[src/verilog/sqd_defs.svh]
// Offsets, field positions and reset values of the diagnostic decoder
`ifndef SQD_DEFS_SVH
`define SQD_DEFS_SVH

`define SQD_FRAME_BITS 16
`define SQD_BIT_MODE_HI 15
`define SQD_BIT_MODE_LO 14
`define SQD_MODE_DIAG 2'b10
`define SQD_BIT_WRITE 12
`define SQD_BIT_SWDIAG 11
`define SQD_BIT_HISIDE 10
`define SQD_BIT_CUREN 9
`define SQD_BIT_CURMEAS 8
`define SQD_BIT_MONEN 7
`define SQD_BIT_MONCH_HI 6
`define SQD_BIT_MONCH_LO 4
`define SQD_BIT_MONCAL 3
`define SQD_BIT_CURCH_HI 2
`define SQD_BIT_CURCH_LO 0
`define SQD_BIT_RSP_BAT 13
`define SQD_BIT_RSP_GND 7
`define SQD_BIT_RSP_OC 3

`define SQD_OFS_CTRL 32'h0000_0000
`define SQD_OFS_CFG 32'h0000_0004
`define SQD_OFS_RESP 32'h0000_0008
`define SQD_OFS_ERR 32'h0000_000c
`define SQD_ADDR_LSBS 4'hf
`define SQD_CTRL_RESET 32'h0000_0001
`define SQD_BIT_CTRL_EN 0

`endif

[src/verilog/sqd_pkg.sv]
// Types shared by the diagnostic decoder modules
`default_nettype none
package sqd_pkg;
    typedef struct packed {
        logic swDiagEn;
        logic highSideSel;
        logic curEn;
        logic curMeasure;
        logic monEn;
        logic [2:0] monChan;
        logic monCal;
        logic [2:0] curChan;
    } sqd_cfg_type;

    typedef struct packed {
        logic batShort;
        logic gndBelow;
        logic overCurrent;
    } sqd_stat_type;

    typedef enum logic [1:0] {
        SPI_IDLE = 2'b01,
        SPI_ACTIVE = 2'b10
    } sqd_spi_state_type;
endpackage : sqd_pkg
`default_nettype wire

[src/verilog/sqd_diag_decoder.sv]
// Diagnostic-mode message decoder with AHB-Lite status registers
// Operation
// (RL1) Mode bits one-zero mean diagnostic message
// (RL2) Whole frame carries odd parity
// (RL3) Settings applied only with write bit set
// (RL4) Diagnostic response follows every diagnostic message
// (RL5) Measure currents need D8, D9, D12, not D11
// (RL6) D11 enables switch test, D10 picks side
// (RL7) D11 low disables switch test, ignores D10
// (RL8) D9 enables current, D8 picks bias/measure
// (RL9) D9 low disables currents, ignores D8
// (RL10) Bits two to zero pick current channel
// (RL11) D7 drives monitor output, else high impedance
// (RL12) Bits six to four pick monitored channel
// (RL13) Two independent one-hot channel multiplexers
// (RL14) D3 selects calibration or resistance on monitor
// (RL15) Response D7 high when low pin below threshold
// (RL16) Reset disables everything, write bit reads zero; monitorSelect still selects channel 0 after reset
// (RL17) Host enables one monitor output at a time
// (RL18) Comparator results latched into response bits
// (RL19) Apply only at chip-select release after sixteen clocks
// (RL20) Bad parity leaves settings unchanged
//
// The AHB-Lite register port and the address map were left to the implementer.
`default_nettype none
`include "sqd_defs.svh"
module sqd_diag_decoder #(
    parameter int CHANNELS = 8,
    parameter int ERR_W = 8
) (
    input wire logic core_clk,
    input wire logic resetn,
    input wire logic csDeployN,
    input wire logic sclk,
    input wire logic mosi,
    output logic miso,
    output logic misoOe,
    input wire logic [CHANNELS-1:0] groundShortBelow,
    input wire logic [CHANNELS-1:0] batteryShortAbove,
    input wire logic [CHANNELS-1:0] overCurrent,
    output logic [CHANNELS-1:0] biasTestCurrent,
    output logic [CHANNELS-1:0] measureSourceCurrent,
    output logic [CHANNELS-1:0] measureSinkCurrent,
    output logic [CHANNELS-1:0] monitorSelect,
    output logic lowSideSwitchOn,
    output logic highSideSwitchOn,
    output logic analogMonitorOe,
    output logic analogMonitorCal,
    input wire logic hsel,
    input wire logic [31:0] haddr,
    input wire logic [1:0] htrans,
    input wire logic hwrite,
    input wire logic [2:0] hsize,
    input wire logic hready,
    input wire logic [31:0] hwdata,
    output logic [31:0] hrdata,
    output logic hreadyout,
    output logic hresp
);
    logic shMiso, shMisoOe, frameStart, frameDone, frameFull;
    logic [15:0] rxWord, txWord;
    logic [CHANNELS-1:0] curHot, monHot;

    sqd_pkg::sqd_cfg_type cfg_r, cfg_nxt;
    sqd_pkg::sqd_stat_type stat_r, stat_nxt;
    logic write_r, write_nxt;
    logic respValid_r, respValid_nxt;
    logic [15:0] lastResp_r, lastResp_nxt;
    logic [ERR_W-1:0] errCnt_r, errCnt_nxt;
    logic frameIsDiag, parityOk;

    sqd_spi_shift u_shift (
        .core_clk(core_clk),
        .resetn(resetn),
        .csDeployN(csDeployN),
        .sclk(sclk),
        .mosi(mosi),
        .txWord(txWord),
        .miso(shMiso),
        .misoOe(shMisoOe),
        .frameStart(frameStart),
        .frameDone(frameDone),
        .frameFull(frameFull),
        .rxWord(rxWord)
    );

    sqd_chan_decode #(.SEL_W(3), .CHANNELS(CHANNELS)) u_cur_dec (
        .sel(cfg_r.curChan),
        .en(cfg_r.curEn),
        .oneHot(curHot)
    );

    sqd_chan_decode #(.SEL_W(3), .CHANNELS(CHANNELS)) u_mon_dec (
        .sel(cfg_r.monChan),
        .en(1'b1),
        .oneHot(monHot)
    );

    // Control register bits
    logic [31:0] ctrl_r, ctrl_nxt;
    logic decodeEn;
    assign decodeEn = ctrl_r[`SQD_BIT_CTRL_EN];

    // Frame decode
    assign frameIsDiag = ({rxWord[`SQD_BIT_MODE_HI], rxWord[`SQD_BIT_MODE_LO]}
        == `SQD_MODE_DIAG); // see (RL1)
    assign parityOk = ^rxWord; // see (RL2)

    // Response word mirrors settings and frozen comparator status
    assign txWord = respValid_r ? {2'b10, stat_r.batShort, write_r, cfg_r.swDiagEn,
        cfg_r.highSideSel, cfg_r.curEn, cfg_r.curMeasure, stat_r.gndBelow,
        cfg_r.monChan, stat_r.overCurrent, cfg_r.curChan} : 16'h0000; // see (RL4)

    always_comb
    begin
        cfg_nxt = cfg_r;
        write_nxt = write_r;
        respValid_nxt = respValid_r;
        lastResp_nxt = lastResp_r;
        errCnt_nxt = errCnt_r;
        stat_nxt = stat_r;
        // Status tracks comparators while chip select is high, frozen in a frame
        if (csDeployN && !frameStart)
        begin
            stat_nxt.gndBelow = |(groundShortBelow & monHot); // see (RL15) (RL18)
            stat_nxt.batShort = |(batteryShortAbove & monHot); // see (RL18)
            stat_nxt.overCurrent = |(overCurrent & monHot); // see (RL18)
        end
        if (frameStart)
        begin
            lastResp_nxt = txWord;
        end
        if (frameDone && frameFull && decodeEn) // see (RL19)
        begin
            if (!parityOk)
            begin
                errCnt_nxt = errCnt_r + ERR_W'(1); // see (RL20)
            end
            else if (frameIsDiag)
            begin
                respValid_nxt = 1'b1; // see (RL4)
                write_nxt = rxWord[`SQD_BIT_WRITE];
                if (rxWord[`SQD_BIT_WRITE]) // see (RL3)
                begin
                    cfg_nxt.swDiagEn = rxWord[`SQD_BIT_SWDIAG]; // see (RL6) (RL7)
                    cfg_nxt.highSideSel = rxWord[`SQD_BIT_HISIDE];
                    cfg_nxt.curEn = rxWord[`SQD_BIT_CUREN]; // see (RL8) (RL9)
                    cfg_nxt.curMeasure = rxWord[`SQD_BIT_CURMEAS];
                    cfg_nxt.monEn = rxWord[`SQD_BIT_MONEN]; // see (RL11)
                    cfg_nxt.monChan = rxWord[`SQD_BIT_MONCH_HI:`SQD_BIT_MONCH_LO]; // see (RL12)
                    cfg_nxt.monCal = rxWord[`SQD_BIT_MONCAL]; // see (RL14)
                    cfg_nxt.curChan = rxWord[`SQD_BIT_CURCH_HI:`SQD_BIT_CURCH_LO]; // see (RL10)
                end
            end
            else
            begin
                respValid_nxt = 1'b0;
            end
        end
    end

    always_ff @(posedge core_clk or negedge resetn)
    begin
        if (!resetn)
        begin
            cfg_r <= '0; // see (RL16)
            write_r <= 1'b0; // see (RL16)
            respValid_r <= 1'b0;
            lastResp_r <= 16'h0000;
            errCnt_r <= '0;
            stat_r <= '0;
        end
        else
        begin
            cfg_r <= cfg_nxt;
            write_r <= write_nxt;
            respValid_r <= respValid_nxt;
            lastResp_r <= lastResp_nxt;
            errCnt_r <= errCnt_nxt;
            stat_r <= stat_nxt;
        end
    end

    // Output drivers, all registered
    logic [CHANNELS-1:0] bias_nxt, src_nxt, mon_nxt;
    logic [CHANNELS-1:0] bias_r, src_r, sink_r, mon_r;
    logic ls_nxt, hs_nxt, monOe_nxt, cal_nxt, miso_nxt, misoOe_nxt;
    logic ls_r, hs_r, monOe_r, cal_r, miso_r, misoOe_r;

    always_comb
    begin
        // One channel per multiplexer at most, both independent
        bias_nxt = (cfg_r.curMeasure) ? '0 : curHot; // see (RL8) (RL9) (RL13)
        src_nxt = (cfg_r.curMeasure && !cfg_r.swDiagEn) ? curHot : '0; // see (RL5)
        mon_nxt = monHot; // see (RL12) (RL13)
        ls_nxt = cfg_r.swDiagEn && !cfg_r.highSideSel; // see (RL6) (RL7)
        hs_nxt = cfg_r.swDiagEn && cfg_r.highSideSel; // see (RL6)
        monOe_nxt = cfg_r.monEn; // see (RL11)
        cal_nxt = cfg_r.monCal; // see (RL14)
        miso_nxt = shMiso;
        misoOe_nxt = shMisoOe;
    end

    always_ff @(posedge core_clk or negedge resetn)
    begin
        if (!resetn)
        begin
            bias_r <= '0;
            src_r <= '0;
            sink_r <= '0;
            mon_r <= '0;
            ls_r <= 1'b0;
            hs_r <= 1'b0;
            monOe_r <= 1'b0;
            cal_r <= 1'b0;
            miso_r <= 1'b0;
            misoOe_r <= 1'b0;
        end
        else
        begin
            bias_r <= bias_nxt;
            src_r <= src_nxt;
            sink_r <= src_nxt;
            mon_r <= mon_nxt;
            ls_r <= ls_nxt;
            hs_r <= hs_nxt;
            monOe_r <= monOe_nxt;
            cal_r <= cal_nxt;
            miso_r <= miso_nxt;
            misoOe_r <= misoOe_nxt;
        end
    end

    assign biasTestCurrent = bias_r;
    assign measureSourceCurrent = src_r;
    assign measureSinkCurrent = sink_r;
    assign monitorSelect = mon_r;
    assign lowSideSwitchOn = ls_r;
    assign highSideSwitchOn = hs_r;
    assign analogMonitorOe = monOe_r;
    assign analogMonitorCal = cal_r;
    assign miso = miso_r;
    assign misoOe = misoOe_r;

    // AHB-Lite slave, zero wait states, always OKAY
    logic wrPend_r, wrPend_nxt;
    logic [3:0] wrAddr_r, wrAddr_nxt;
    logic [31:0] hrdata_r, hrdata_nxt;
    logic addrPhase;
    logic [31:0] rdMux;
    logic [31:0] addrFull;
    logic addrHit;

    assign addrPhase = hsel && htrans[1] && hready;
    // Upper address bits must be zero, else no register is hit
    assign addrHit = (haddr[31:4] == 28'h0000000);
    assign addrFull = {28'h0000000, haddr[3:0] & `SQD_ADDR_LSBS};

    always_comb
    begin
        if (!addrHit)
        begin
            rdMux = 32'h0000_0000;
        end
        else if (addrFull == `SQD_OFS_CTRL)
        begin
            rdMux = ctrl_r;
        end
        else if (addrFull == `SQD_OFS_CFG)
        begin
            rdMux = {19'h00000, write_r, cfg_r};
        end
        else if (addrFull == `SQD_OFS_RESP)
        begin
            rdMux = {respValid_r, 15'h0000, lastResp_r};
        end
        else if (addrFull == `SQD_OFS_ERR)
        begin
            rdMux = {{(32 - ERR_W){1'b0}}, errCnt_r};
        end
        else
        begin
            rdMux = 32'h0000_0000;
        end
    end

    always_comb
    begin
        wrPend_nxt = 1'b0;
        wrAddr_nxt = wrAddr_r;
        hrdata_nxt = hrdata_r;
        ctrl_nxt = ctrl_r;
        if (wrPend_r && ({28'h0000000, wrAddr_r} == `SQD_OFS_CTRL))
        begin
            ctrl_nxt = {31'h00000000, hwdata[`SQD_BIT_CTRL_EN]};
        end
        if (addrPhase)
        begin
            wrPend_nxt = hwrite && addrHit;
            wrAddr_nxt = haddr[3:0];
            hrdata_nxt = hwrite ? 32'h0000_0000 : rdMux;
        end
    end

    always_ff @(posedge core_clk or negedge resetn)
    begin
        if (!resetn)
        begin
            wrPend_r <= 1'b0;
            wrAddr_r <= 4'h0;
            hrdata_r <= 32'h0000_0000;
            ctrl_r <= `SQD_CTRL_RESET;
        end
        else
        begin
            wrPend_r <= wrPend_nxt;
            wrAddr_r <= wrAddr_nxt;
            hrdata_r <= hrdata_nxt;
            ctrl_r <= ctrl_nxt;
        end
    end

    assign hrdata = hrdata_r;
    assign hreadyout = 1'b1;
    assign hresp = 1'b0;

    logic unusedBits;
    assign unusedBits = ^{haddr[31:4], hsize, hwdata[31:1]};
endmodule : sqd_diag_decoder
`default_nettype wire

[src/verilog/sqd_chan_decode.sv]
// Binary channel number to one-hot channel select
`default_nettype none
module sqd_chan_decode #(
    parameter int SEL_W = 3,
    parameter int CHANNELS = 8
) (
    input wire logic [SEL_W-1:0] sel,
    input wire logic en,
    output logic [CHANNELS-1:0] oneHot
);
    genvar i;
    generate
        for (i = 0; i < CHANNELS; i++)
        begin : g_chan
            assign oneHot[i] = en && (sel == SEL_W'(i));
        end
    endgenerate
endmodule : sqd_chan_decode
`default_nettype wire

[src/verilog/sqd_spi_shift.sv]
// Serial frame shifter for the deployment chip select
`default_nettype none
`include "sqd_defs.svh"
module sqd_spi_shift (
    input wire logic core_clk,
    input wire logic resetn,
    input wire logic csDeployN,
    input wire logic sclk,
    input wire logic mosi,
    input wire logic [15:0] txWord,
    output logic miso,
    output logic misoOe,
    output logic frameStart,
    output logic frameDone,
    output logic frameFull,
    output logic [15:0] rxWord
);
    sqd_pkg::sqd_spi_state_type state_r, state_nxt;
    logic sclk_r, sclk_nxt;
    logic [15:0] rx_r, rx_nxt, tx_r, tx_nxt;
    logic [4:0] cnt_r, cnt_nxt;
    logic start_r, start_nxt, done_r, done_nxt, full_r, full_nxt;
    logic sclkRise, sclkFall;

    assign sclkRise = sclk && !sclk_r;
    assign sclkFall = !sclk && sclk_r;

    always_comb
    begin
        state_nxt = state_r;
        sclk_nxt = sclk;
        rx_nxt = rx_r;
        tx_nxt = tx_r;
        cnt_nxt = cnt_r;
        start_nxt = 1'b0;
        done_nxt = 1'b0;
        full_nxt = full_r;
        case (state_r)
            sqd_pkg::SPI_IDLE:
            begin
                if (!csDeployN)
                begin
                    state_nxt = sqd_pkg::SPI_ACTIVE;
                    tx_nxt = txWord;
                    cnt_nxt = 5'h00;
                    start_nxt = 1'b1;
                end
            end
            sqd_pkg::SPI_ACTIVE:
            begin
                if (csDeployN)
                begin
                    state_nxt = sqd_pkg::SPI_IDLE;
                    done_nxt = 1'b1;
                    full_nxt = (cnt_r == 5'(`SQD_FRAME_BITS)); // see (RL19)
                end
                else
                begin
                    if (sclkRise)
                    begin
                        rx_nxt = {rx_r[14:0], mosi};
                        if (cnt_r <= 5'(`SQD_FRAME_BITS))
                        begin
                            cnt_nxt = cnt_r + 5'h01;
                        end
                    end
                    if (sclkFall)
                    begin
                        tx_nxt = {tx_r[14:0], 1'b0};
                    end
                end
            end
            default:
            begin
                state_nxt = sqd_pkg::SPI_IDLE;
            end
        endcase
    end

    always_ff @(posedge core_clk or negedge resetn)
    begin
        if (!resetn)
        begin
            state_r <= sqd_pkg::SPI_IDLE;
            sclk_r <= 1'b0;
            rx_r <= 16'h0000;
            tx_r <= 16'h0000;
            cnt_r <= 5'h00;
            start_r <= 1'b0;
            done_r <= 1'b0;
            full_r <= 1'b0;
        end
        else
        begin
            state_r <= state_nxt;
            sclk_r <= sclk_nxt;
            rx_r <= rx_nxt;
            tx_r <= tx_nxt;
            cnt_r <= cnt_nxt;
            start_r <= start_nxt;
            done_r <= done_nxt;
            full_r <= full_nxt;
        end
    end

    assign miso = tx_r[15];
    assign misoOe = (state_r == sqd_pkg::SPI_ACTIVE);
    assign frameStart = start_r;
    assign frameDone = done_r;
    assign frameFull = full_r;
    assign rxWord = rx_r;
endmodule : sqd_spi_shift
`default_nettype wire

[config.mk]
export PLATFORM = sky130hd
export DESIGN_NAME = sqd_diag_decoder
export DESIGN_NICKNAME = d
export VERILOG_FILES = /design/src/verilog/sqd_pkg.sv /design/src/verilog/sqd_diag_decoder.sv /design/src/verilog/sqd_chan_decode.sv /design/src/verilog/sqd_spi_shift.sv
export VERILOG_INCLUDE_DIRS = /design/src /design/src/verilog
export SDC_FILE = /design/constraint.sdc
export NUM_CORES = 1
export LEC_CHECK = 0
export ABC_AREA = 1
export BUFFER_PORTS_ARGS = -buffer_cell sky130_fd_sc_hd__buf_2
export CAP_MARGIN = 15
export CORE_MARGIN = 4
export CORE_UTILIZATION = 45
export CTS_CLUSTER_DIAMETER = 60
export DETAILED_ROUTE_END_ITERATION = 8
export GPL_TIMING_DRIVEN = 0
export PLACE_DENSITY = 0.68
export SLEW_MARGIN = 10
export SYNTH_ARGS = -nofsm -noshare
export SYNTH_HDL_FRONTEND = slang
export SYNTH_HIERARCHICAL = 1
export SYNTH_SLANG_ARGS = --single-unit
[constraint.sdc]
create_clock -name core_clk -period 3.3 [get_ports core_clk]
set_input_delay 0.66 -clock core_clk [delete_from_list [all_inputs] [get_ports core_clk]]
set_output_delay 0.66 -clock core_clk [all_outputs]
set_load 0.05 [all_outputs]
Yosys cells after proc, flatten, opt, wreduce, memory -nomap -nowiden. Index checks and enable logic that the tools add are counted.

Muxes and demuxes: 27. Bitwise operators: 5. Add/sub/neg operators: 2. Order comparisons: 1. Equal/unequal tests: 27. Reductions and logical operators: 44.

Operators with widths (number): 32-bit 2-to-1 mux (5); 16-bit 2-to-1 mux (4); 32-bit logical NOT (1); 16-bit case mux with 2 select lines (1); 28-bit logical NOT (1); 8-bit bitwise AND (3); 3-bit equality test (second input constant) (8); 8-bit 2-to-1 mux (3); 8-bit OR reduction (3); 1-bit logical AND (20); 5-bit 2-to-1 mux (4); 16-bit parity (1); 3-bit by 2-bit equality test with 1-bit output (second input constant) (4); 5-bit case mux with 2 select lines (1); 8-bit by 1-bit adder with 8-bit output (second input constant) (1); 4-bit equality test (second input constant) (2); 2-bit AND reduction (4); 4-bit AND reduction (2); 3-bit by 1-bit equality test with 1-bit output (second input constant) (2); 3-bit logical NOT (2); 1-bit 2-to-1 mux (6); 2-bit by 1-bit != test with 1-bit output (second input constant) (3); 2-bit != test (second input constant) (3); 3-bit AND reduction (2); 13 further kinds (20).

Output and inout bits: 72. Bits in registers: 152. Input bits: 101.

Depth between registers and ports, before layout. Gate-level depths: netlist of run 1.

Depth after elaboration: 7. Gate-level depth with buffers: 15. Gate-level depth less buffers: 14.

By module. The synthesis of run 1 kept the hierarchy.

By module, submodules not included: sqd_diag_decoder (area an instance 4596.9 um^2, instances 1, sequential area each 2303.5 um^2, cells each 569); sqd_spi_shift (area an instance 2034.5 um^2, instances 1, sequential area each 1077.3 um^2, cells each 255); sqd_chan_decode (area an instance 63.8 um^2, instances 2, sequential area each 0.0 um^2, cells each 17).

Worst setup path after synthesis of run 1. OpenSTA, ideal clock, no wires.

Path kind: input to register. Start: input port haddr[4]. End: register hrdata_r[10] (netlist: hrdata[10]). Path slack: 1.636 ns. Arrival time: 1.582 ns. Stages: 6. Data required time: 3.217 ns. Cells stage by stage: nor4_1 nand3_1 nor2_2 buf_4 nand3_1 o21ai_0.

Longest elaborated chain between the ends: 3.

Ends and longest elaborated chain: from (decl) (RTL line sqd_diag_decoder.sv:50) `input wire logic [31:0] haddr,`; 28-bit logical NOT (RTL line sqd_diag_decoder.sv:256) `assign addrHit = (haddr[31:4] == 28'h0000000);`; 32-bit 2-to-1 mux (RTL line sqd_diag_decoder.sv:261) `if (!addrHit)`; 32-bit 2-to-1 mux (RTL line sqd_diag_decoder.sv:301) `hrdata_nxt = hwrite ? 32'h0000_0000 : rdMux;`; to (signal assigned) (RTL line sqd_diag_decoder.sv:318) `hrdata_r <= hrdata_nxt;`; to (decl) (RTL line sqd_diag_decoder.sv:248) `logic [31:0] hrdata_r, hrdata_nxt;`.

Every way passes these cells. A chain may end at the register's enable or synchronous reset.

Worst setup path in the final report of run 1.
Start: register u_shift.rx_r[14] (netlist: u_shift/rxWord[14]). End: register cfg_r[8] in the netlist's numbering.

Longest elaborated chain between the ends: 2.

Ends and longest elaborated chain: from (decl) (RTL line sqd_spi_shift.sv:20) `logic [15:0] rx_r, rx_nxt, tx_r, tx_nxt;`; from (signal assigned) (RTL line sqd_spi_shift.sv:97) `rx_r <= rx_nxt;`; 16-bit parity / 2-bit equality test (equally long branches); 4-bit AND reduction (no line) (*); to (signal assigned) (RTL line sqd_diag_decoder.sv:175) `cfg_r <= cfg_nxt;`; to (decl) (RTL line sqd_diag_decoder.sv:64) `sqd_pkg::sqd_cfg_type cfg_r, cfg_nxt;`.

Mark *: on every way between the ends. The rest lies on a longest branch, timed or not.

==> results of run 1 <==
power groups by stage:
stage / combinational, mW / clock [mW] / sequential [mW]
finish: 0.791 / 1.88 / 1.89
global route: 0.893 / 2.00 / 1.91
CTS: 0.797 / 1.91 / 1.89
detailed placement: 0.794 / 0 / 1.92
global placement: 0.780 / 0 / 1.92
floorplan: 0.594 / 0 / 1.90
final cells by class:
| class | count | area, µm² |
|---|---|---|
| Buffer | 51 | 369.1 |
| Fill cell | 1361 | 6369 |
| Tap cell | 184 | 230.2 |
| Multi-Input combinational cell | 610 | 2776 |
| Timing Repair Buffer | 120 | 629.4 |
| Sequential cell | 135 | 3381 |
| Inverter | 81 | 304.0 |
| Clock inverter | 13 | 142.6 |
| Clock buffer | 19 | 442.9 |
worst max path at each step:
stage | end | slack (ps)
5_1_grt | cfg_r[8]$_DFFE_PN0P_ | 1280
4_1_cts | cfg_r[8]$_DFFE_PN0P_ | 1430
3_3_place_gp | u_shift/rxWord[12]$_DFFE_PN0P_ | -280
3_5_place_dp | hrdata[6]$_DFFE_PN0P_ | 1310
2_1_floorplan | hrdata[10]$_DFFE_PN0P_ | 1640
6_report | cfg_r[8]$_DFFE_PN0P_ | 1430
flip-flops by register name, indices dropped and copies added, names as in the netlist, 2 cells and up:
signal,flops
monitorSelect,8
u_shift/rxWord,16
u_shift/state_r,2
u_shift/cnt_r,5
wrAddr_r,4
cfg_r,10
lastResp_r,15
stat_r,3
measureSinkCurrent,8
u_shift/tx_r,16
biasTestCurrent,8
hrdata,16
errCnt_r,8
placed cells by master (no fill, tap or decap), types with 6 or more instances in the layout:
master | Yosys | final
nand2_2 | 10 | 10
inv_1 | 76 | 76
o21ai_1 | 7 | 7
nand4_1 | 7 | 7
dfrtp_1 | 133 | 133
nand3_1 | 64 | 64
clkbuf_1 | 7 | 8
nand2_1 | 342 | 342
conb_1 | 2 | 21
nor2_1 | 69 | 69
o21ai_0 | 20 | 20
buf_4 | 30 | 30
a21oi_1 | 18 | 18
o211ai_1 | 6 | 6
nor4_1 | 7 | 7
buf_2 | 6 | 124
clkbuf_16 | 0 | 17
layer usage:
metal	GRT usage, %	wire (µm)	vias up
met1	25.66	7157	2557
met5	0	0	-
met2	31.13	7305	137
li1	-	-	2961
met4	6.352	250	0
met3	5.203	922	17
through the flow:
stage / area (µm²) / utilization [%] / setup WS (ps) / cells
3_5_place_dp: 7690 / 52.51 / 1310 / 1181
5_1_grt: 8275 / 56.51 / 1276 / 1213
2_1_floorplan: 6830 / - / 1636 / 877
3_3_place_gp: 7656 / 52.28 / -284.9 / 1180
6_report: 8275 / 56.51 / 1433 / 1213
4_1_cts: 8275 / 56.51 / 1425 / 1213
logic make-up (layout without fill, tap and decap cells):
logic type,Yosys count,in the layout,share of synthesized area [%]
flops,135,135,50.02
other cells,2,21,0.1111
compound gates,61,61,5.276
simple gates,516,516,32.78
mux,2,2,0.3332
fa+ha+maj,4,4,0.7405
buf+inv,132,284,9.959
xor+xnor,6,6,0.7775
==> impl_metrics.xml, run 1 <==
<?xml version="1.0" encoding="UTF-8"?>
<metrics>
  <group name="cells_and_area">
    <metric name="final_layout_size_suffix_gt1_share" unit="%">21.87</metric>
    <metric name="antenna_cells_inserted" unit="">0</metric>
    <metric name="finish.net_count" unit="">1121</metric>
    <metric name="syn_to_final_growth" unit="%">22.44</metric>
  </group>
  <group name="clocking">
    <metric name="clockRootBuffer" unit="">clkbuf_16</metric>
    <metric name="cts_setup_buffers" unit="">0</metric>
    <metric name="cts_made_buffers" unit="">17</metric>
    <metric name="post_cts_resize_count" unit="">0</metric>
    <metric name="numClockSinks" unit="">135</metric>
    <metric name="clock_tree.htree_level_count" unit="">4</metric>
    <metric name="worst_skew_pair_latency" unit="ps">430</metric>
    <metric name="cts_tree" unit="">yes</metric>
    <metric name="clk_transition_reported_paths" unit="ps">60</metric>
    <metric name="hold_buffer_count_at_cts" unit="">0</metric>
    <metric name="cts_buffer_depth" unit="">2</metric>
  </group>
  <group name="grt">
    <metric name="global_route_wire_length_before_repair" unit="µm">25830</metric>
    <metric name="grt_remaining_overflow" unit="">0</metric>
    <metric name="grt_start_max_net_pins" unit="">90</metric>
    <metric name="first_global_vias" unit="">5369</metric>
    <metric name="antenna_found_initial" unit="">0</metric>
    <metric name="global_route.usage.total" unit="%">19.39</metric>
  </group>
  <group name="worst_setup_path">
    <metric name="timing.critical_path.slowest_cell_delay" unit="ps">340</metric>
    <metric name="critical_path_cell_count" unit="">14</metric>
    <metric name="timing.reg2reg.setup_slack" unit="ps">1430</metric>
    <metric name="arrival" unit="ps">2230</metric>
    <metric name="worst_r2r_path_depth" unit="">14</metric>
    <metric name="critPathRequiredTime" unit="ps">3660</metric>
    <metric name="crit_path_cell_trace" unit="">inv_1 -&gt; ha_1 -&gt; inv_1 -&gt; nand2_1 -&gt; nand3_1 -&gt; nand2_1 -&gt; nand2_1 -&gt; nand2_1 -&gt; nand2_4 -&gt; nand2_8 -&gt; nor2_8 -&gt; buf_8 -&gt; nand3_1 -&gt; nand2_1</metric>
    <metric name="startpoint" unit="">u_shift/rxWord[14]$_DFFE_PN0P_</metric>
    <metric name="endpoint_kind" unit="">flop</metric>
    <metric name="crit_slowest_cell" unit="">dfrtp_1</metric>
    <metric name="worstPathBufferInverterCount" unit="">3</metric>
    <metric name="critical_path.most_common_cell" unit="">nand2_1</metric>
    <metric name="worst-path-max-fanout" unit="">10</metric>
    <metric name="worst_path_dominant_cell_family" unit="">simple AND/OR/NAND/NOR gates</metric>
    <metric name="worst_r2r_endpoint" unit="">cfg_r[8]$_DFFE_PN0P_</metric>
    <metric name="critical_path_class" unit="">reg -&gt; reg</metric>
    <metric name="setup.worst_path.start_class" unit="">flop</metric>
    <metric name="rr_startpoint" unit="">u_shift/rxWord[14]$_DFFE_PN0P_</metric>
  </group>
  <group name="run_status">
    <metric name="run_status" unit="">completed</metric>
  </group>
  <group name="yosys">
    <metric name="cell_accounting_for_the_most_synthesized_area" unit="">dfrtp_1</metric>
    <metric name="synth.most_common_cell" unit="">nand2_1</metric>
    <metric name="synth_commonest_cells" unit="">nand2_1 (342), dfrtp_1 (133), inv_1 (76), nor2_1 (69), nand3_1 (64)</metric>
    <metric name="area_of_the_mapped_netlist" unit="µm²">6759</metric>
    <metric name="synth_async_sr_flop_share" unit="%">100.0</metric>
    <metric name="post_synth_num_cell_types" unit="">41</metric>
    <metric name="ys_ff_latch" unit="">135</metric>
    <metric name="synth_ff_type" unit="">dfrtp_1</metric>
    <metric name="yosysWarnings" unit="">6</metric>
    <metric name="postSynthCellCount" unit="">858</metric>
    <metric name="netlist_top_cells_area" unit="">dfrtp_1 (49%), nand2_1 (19%), nand3_1 (4.7%)</metric>
    <metric name="synth-seq-area-share" unit="%">50.02</metric>
    <metric name="synth_area_per_cell" unit="µm²">7.878</metric>
    <metric name="post-synth-top-area-fraction" unit="%">49.24</metric>
    <metric name="number_of_enable_type_register_cells_in_the_synthesized_netlist" unit="">0</metric>
  </group>
  <group name="pwr">
    <metric name="power.density" unit="nW/µm²">550.7</metric>
    <metric name="cellInternalPower" unit="mW">3.205</metric>
    <metric name="vdd.ir_drop.worst" unit="V">0.0003867</metric>
    <metric name="power_switching_share" unit="%">29.67</metric>
    <metric name="netSwitchingPower" unit="mW">1.352</metric>
    <metric name="report.power.total" unit="mW">4.557</metric>
    <metric name="pwr-share-seq" unit="%">41.5</metric>
    <metric name="leakage_power_summed_over_all_cells" unit="nW">4.615</metric>
    <metric name="pwr-share-comb" unit="%">17.4</metric>
    <metric name="clock_power_share" unit="%">41.2</metric>
  </group>
  <group name="timing">
    <metric name="max_freq" unit="MHz">535.7</metric>
    <metric name="final_period_minus_worst_setup_slack" unit="ps">1867</metric>
    <metric name="skew" unit="ps">9.203</metric>
    <metric name="worst_hold_check_slack" unit="ps">161.5</metric>
    <metric name="slew_viol_final" unit="">0</metric>
    <metric name="tcrit_tclk_final" unit="%">56.57</metric>
    <metric name="totalNegativeSetupSlack" unit="ps">0</metric>
    <metric name="setup-violations-final" unit="">0</metric>
    <metric name="rsz0062_at_grt" unit="">no</metric>
    <metric name="hold_viol" unit="">0</metric>
  </group>
  <group name="run">
    <metric name="maxCapViolations" unit="">0</metric>
  </group>
  <group name="routing">
    <metric name="postRouteWirelength" unit="µm">15640</metric>
    <metric name="drt_first_iter_violations" unit="">294</metric>
    <metric name="routed_wl_per_cell" unit="µm">12.89</metric>
    <metric name="ant_nets" unit="">0</metric>
    <metric name="number_of_remaining_drc_errors" unit="">0</metric>
    <metric name="vias_per_cell" unit="">4.676</metric>
    <metric name="drt_pass1_iterations" unit="">5</metric>
    <metric name="route.vias.total" unit="">5672</metric>
  </group>
  <group name="worst_hold_path">
    <metric name="min-delay-path-class" unit="">in -&gt; async</metric>
  </group>
  <group name="floorplan">
    <metric name="area_of_the_core" unit="µm²">14640</metric>
    <metric name="fp-row-count" unit="">44</metric>
    <metric name="ios" unit="">173</metric>
    <metric name="floorplan.initialDensity" unit="%">46.16</metric>
    <metric name="design.die.area" unit="µm²">17040</metric>
    <metric name="die_height" unit="µm">130.6</metric>
    <metric name="die_width" unit="µm">130.6</metric>
  </group>
  <group name="placement">
    <metric name="port_buffer_count" unit="">119</metric>
    <metric name="gp_routability_congestion" unit="">0.8289</metric>
    <metric name="hpwl" unit="µm">11580</metric>
  </group>
</metrics>
No activity file was read; power rests on OpenSTA's default activity.
==> run 2: changes to the inputs <==
--- a/config.mk
+++ b/config.mk
@@ -6,7 +6,7 @@
 export SDC_FILE = /design/constraint.sdc
 export NUM_CORES = 1
 export LEC_CHECK = 0
-export ABC_AREA = 1
+export ABC_AREA = 0
 export BUFFER_PORTS_ARGS = -buffer_cell sky130_fd_sc_hd__buf_2
 export CAP_MARGIN = 15
 export CORE_MARGIN = 4
@@ -14,7 +14,7 @@
 export CTS_CLUSTER_DIAMETER = 60
 export DETAILED_ROUTE_END_ITERATION = 8
 export GPL_TIMING_DRIVEN = 0
-export PLACE_DENSITY = 0.68
+export PLACE_DENSITY = 0.71
 export SLEW_MARGIN = 10
 export SYNTH_ARGS = -nofsm -noshare
 export SYNTH_HDL_FRONTEND = slang
==> constraint.sdc (replaced) <==
create_clock -name core_clk -period 1.6 [get_ports core_clk]
set_input_delay 0.32 -clock core_clk [delete_from_list [all_inputs] [get_ports core_clk]]
set_output_delay 0.32 -clock core_clk [all_outputs]
set_load 0.05 [all_outputs]
==> run 2 against run 1 <==
Effect of this change: the flow now finishes with violations (setup timing); fmax shrank 19%; wire length decreased by 9.0%; non-clock buffer count is 9 higher; die area down 8.6%; combinational power up 18%; worst setup slack got worse by 2100 ps; count of clock-buffer cells in the layout rose by 10; power up 83%; sequential share of layout area increased by 1.6 points; critical path depth down 8; clock power increased by 94%; register-to-register slack worse by 2100 ps; critical endpoint is now monOe_nxt$_DFFE_PN0P_.
==> impl_metrics.xml, run 2 <==
<?xml version="1.0" encoding="UTF-8"?>
<metrics>
  <group name="run_status">
    <metric name="run_status" unit="">finished with violations</metric>
    <metric name="violations" unit="">setup timing</metric>
  </group>
  <group name="placement">
    <metric name="place_ws" unit="ps">-874.6</metric>
    <metric name="gp_routability_congestion" unit="">0.8249</metric>
    <metric name="place_inst" unit="">835</metric>
    <metric name="port_buffer_count" unit="">119</metric>
    <metric name="hpwl" unit="µm">9948</metric>
  </group>
  <group name="floorplan">
    <metric name="area_of_the_core" unit="µm²">13300</metric>
    <metric name="die_height" unit="µm">124.8</metric>
    <metric name="die_width" unit="µm">124.8</metric>
    <metric name="floorplan.initialDensity" unit="%">46.21</metric>
    <metric name="ios" unit="">173</metric>
    <metric name="design.die.area" unit="µm²">15590</metric>
    <metric name="fp-row-count" unit="">42</metric>
  </group>
  <group name="yosys">
    <metric name="area_of_the_mapped_netlist" unit="µm²">6143</metric>
    <metric name="ys_ff_latch" unit="">135</metric>
    <metric name="synth_top_family_by_area" unit="">simple AND/OR/NAND/NOR gates</metric>
    <metric name="post-synth-top-area-fraction" unit="%">54.18</metric>
    <metric name="synth_async_sr_flop_share" unit="%">100.0</metric>
    <metric name="postSynthCellCount" unit="">514</metric>
    <metric name="yosys.area_share.adder" unit="%">0.8147</metric>
    <metric name="number_of_enable_type_register_cells_in_the_synthesized_netlist" unit="">0</metric>
    <metric name="synth.most_common_cell" unit="">dfrtp_1</metric>
    <metric name="synth_xor_area_share" unit="%">3.259</metric>
    <metric name="synth_compound_area_share" unit="%">8.717</metric>
    <metric name="synth_ff_type" unit="">dfrtp_1</metric>
    <metric name="synth_area_per_cell" unit="µm²">11.95</metric>
    <metric name="yosysWarnings" unit="">6</metric>
    <metric name="post_synth_num_cell_types" unit="">54</metric>
    <metric name="synth_commonest_cells" unit="">dfrtp_1 (133), nand2_1 (54), mux2_2 (43), buf_4 (27), a22oi_1 (24)</metric>
    <metric name="cell_accounting_for_the_most_synthesized_area" unit="">dfrtp_1</metric>
    <metric name="synth-seq-area-share" unit="%">55.03</metric>
    <metric name="netlist_top_cells_area" unit="">dfrtp_1 (54%), mux2_2 (7.9%), buf_4 (3.3%)</metric>
    <metric name="yosys-mux-area-fraction" unit="%">11.34</metric>
    <metric name="synth-simple-area-share" unit="%">15.15</metric>
  </group>
  <group name="clocking">
    <metric name="worst_skew_pair_latency" unit="ps">410</metric>
    <metric name="clock_tree.htree_level_count" unit="">4</metric>
    <metric name="cts_made_buffers" unit="">17</metric>
    <metric name="numClockSinks" unit="">135</metric>
    <metric name="cts_buffer_depth" unit="">2</metric>
    <metric name="clockRootBuffer" unit="">clkbuf_16</metric>
    <metric name="cts_tree" unit="">yes</metric>
    <metric name="clk_transition_reported_paths" unit="ps">50</metric>
  </group>
  <group name="grt">
    <metric name="first_global_vias" unit="">4763</metric>
    <metric name="antenna_found_initial" unit="">0</metric>
    <metric name="global_route_wire_length_before_repair" unit="µm">23980</metric>
    <metric name="global_route.usage.total" unit="%">18.88</metric>
    <metric name="grt_start_max_net_pins" unit="">79</metric>
    <metric name="grt_remaining_overflow" unit="">0</metric>
  </group>
  <group name="pwr">
    <metric name="vdd.ir_drop.worst" unit="V">0.0007464</metric>
    <metric name="leakage_power_summed_over_all_cells" unit="nW">4.027</metric>
    <metric name="power.density" unit="nW/µm²">1044</metric>
  </group>
  <group name="routing">
    <metric name="route.vias.total" unit="">4484</metric>
    <metric name="routed_wl_per_cell" unit="µm">16.20</metric>
    <metric name="drt_first_iter_violations" unit="">272</metric>
    <metric name="number_of_remaining_drc_errors" unit="">0</metric>
    <metric name="ant_nets" unit="">0</metric>
    <metric name="drt_pass1_iterations" unit="">4</metric>
    <metric name="vias_per_cell" unit="">5.107</metric>
    <metric name="postRouteWirelength" unit="µm">14220</metric>
  </group>
  <group name="timing">
    <metric name="max_slew.worst_pin.slew" unit="ps">678.8</metric>
    <metric name="hold_viol" unit="">0</metric>
    <metric name="final_period_minus_worst_setup_slack" unit="ps">2315</metric>
    <metric name="skew" unit="ps">18.92</metric>
    <metric name="setup-violations-final" unit="">27</metric>
    <metric name="tcrit_tclk_final" unit="%">144.7</metric>
    <metric name="slew_viol_final" unit="">0</metric>
    <metric name="max_slew_margin" unit="%">54.75</metric>
    <metric name="rsz0062_at_grt" unit="">yes</metric>
    <metric name="worst_hold_check_slack" unit="ps">44.23</metric>
    <metric name="setup_slack" unit="ps">-714.7</metric>
    <metric name="max_freq" unit="MHz">432.0</metric>
  </group>
  <group name="worst_setup_path">
    <metric name="critPathRequiredTime" unit="ps">1870</metric>
    <metric name="setup.worst_path.start_class" unit="">flop</metric>
    <metric name="endpoint_kind" unit="">flop</metric>
    <metric name="arrival" unit="ps">2590</metric>
    <metric name="worst-path-max-fanout" unit="">5</metric>
    <metric name="rr_startpoint" unit="">u_shift/rxWord[12]$_DFFE_PN0P_</metric>
    <metric name="startpoint" unit="">u_shift/rxWord[12]$_DFFE_PN0P_</metric>
    <metric name="critical_path_class" unit="">reg -&gt; reg</metric>
  </group>
  <group name="cells_and_area">
    <metric name="syn_to_final_growth" unit="%">29.82</metric>
    <metric name="layout.cells.non_filler" unit="">878</metric>
    <metric name="finish.net_count" unit="">794</metric>
    <metric name="final_common_cell" unit="">dfrtp_1</metric>
    <metric name="final_cell_mix" unit="">dfrtp_1 (130), buf_2 (120), nand2_1 (54)</metric>
    <metric name="antenna_cells_inserted" unit="">0</metric>
    <metric name="final_layout_size_suffix_gt1_share" unit="%">43.16</metric>
  </group>
  <group name="worst_hold_path">
    <metric name="min-delay-path-class" unit="">in -&gt; reg</metric>
    <metric name="hold_start" unit="">sclk</metric>
  </group>
  <group name="run">
    <metric name="maxCapViolations" unit="">0</metric>
  </group>
</metrics>
[run 2: where the power goes]
| group | switching, mW | total (mW) | internal (mW) | leakage [nW] |
|---|---|---|---|---|
| Clock | 1.30 | 3.64 | 2.34 | 0.276 |
| Sequential | 0.135 | 3.75 | 3.61 | 1.82 |
| Combinational | 0.556 | 0.936 | 0.380 | 1.93 |
| Total | 1.99 | 8.33 | 6.34 | 4.03 |
[run 2: final timing paths]
| kind | to | slack [ps] | depth (start not counted) |
|---|---|---|---|
| min reg2reg | miso$_DFF_PN0_ | 380 | 0 |
| max | monOe_nxt$_DFFE_PN0P_ | -710 | 6 |
| max reg2reg | monOe_nxt$_DFFE_PN0P_ | -710 | 6 |
| max in group asynchronous | u_shift/state_r[0]$_DFFE_PN1P_ | 340 | 3 |
| min | u_shift/sclk_r$_DFF_PN0_ | 40 | 1 |
| min in group asynchronous | hrdata[1]$_DFFE_PN0P_ | 480 | 2 |
[run 2: metal layers]
metal,GRT usage [%],routed length [µm]
met1,24.29,6020
met4,4.528,103
met2,31.46,6997
met5,0,0
met3,5.789,1101
[run 2: worst max-delay path: stages (launching register included)]
cell and delay (ps):
dfrtp_1 400, xnor3_1 390, xnor3_1 230, xnor3_2 430
and4_4 300, buf_12 140, mux2_4 290
[run 2: metrics by stage]
stage / cell area (µm²) / TNS, ps / total power, mW / util (%)
3_3_place_gp: 7109 / -222650 / 4.591 / 53.47
3_5_place_dp: 7143 / -26970 / 4.642 / 53.73
5_1_grt: 7975 / -16850 / 8.693 / 59.98
2_1_floorplan: 6294 / -11810 / 4.334 / -
6_report: 7975 / -14880 / 8.328 / 59.98
4_1_cts: 7921 / -13970 / 8.357 / 59.58
[run 2: cell families (layout without fill, tap and decap cells)]
family | Yosys count | in the layout
flops | 135 | 135
xor+xnor | 18 | 18
other cells | 2 | 27
buf+inv | 59 | 222
compound gates | 76 | 76
mux | 58 | 58
fa+ha+maj | 4 | 4
simple gates | 162 | 162
[run 2: layout make-up]
class | instances | area (µm²)
flip-flops and latches | 135 | 3385
clock buffers | 29 | 520.5
well taps | 176 | 220.2
fillers | 1075 | 5320
clock inverters | 3 | 40.04
inverters | 10 | 37.54
multi-input cells | 345 | 2678
repair buffers | 134 | 768.2
plain buffers | 46 | 326.6
[run 2: timing repair]
| item | in CTS | in global routing |
|---|---|---|
| cloned | 1 | 0 |
| hold endpoints to repair | 56 | 0 |
| hold buffers | 1 | 0 |
| pin swaps | 7 | 4 |
| buffers inserted | 10 | 2 |
| setup endpoints to repair | 67 | 51 |
| resized for setup | 31 | 16 |
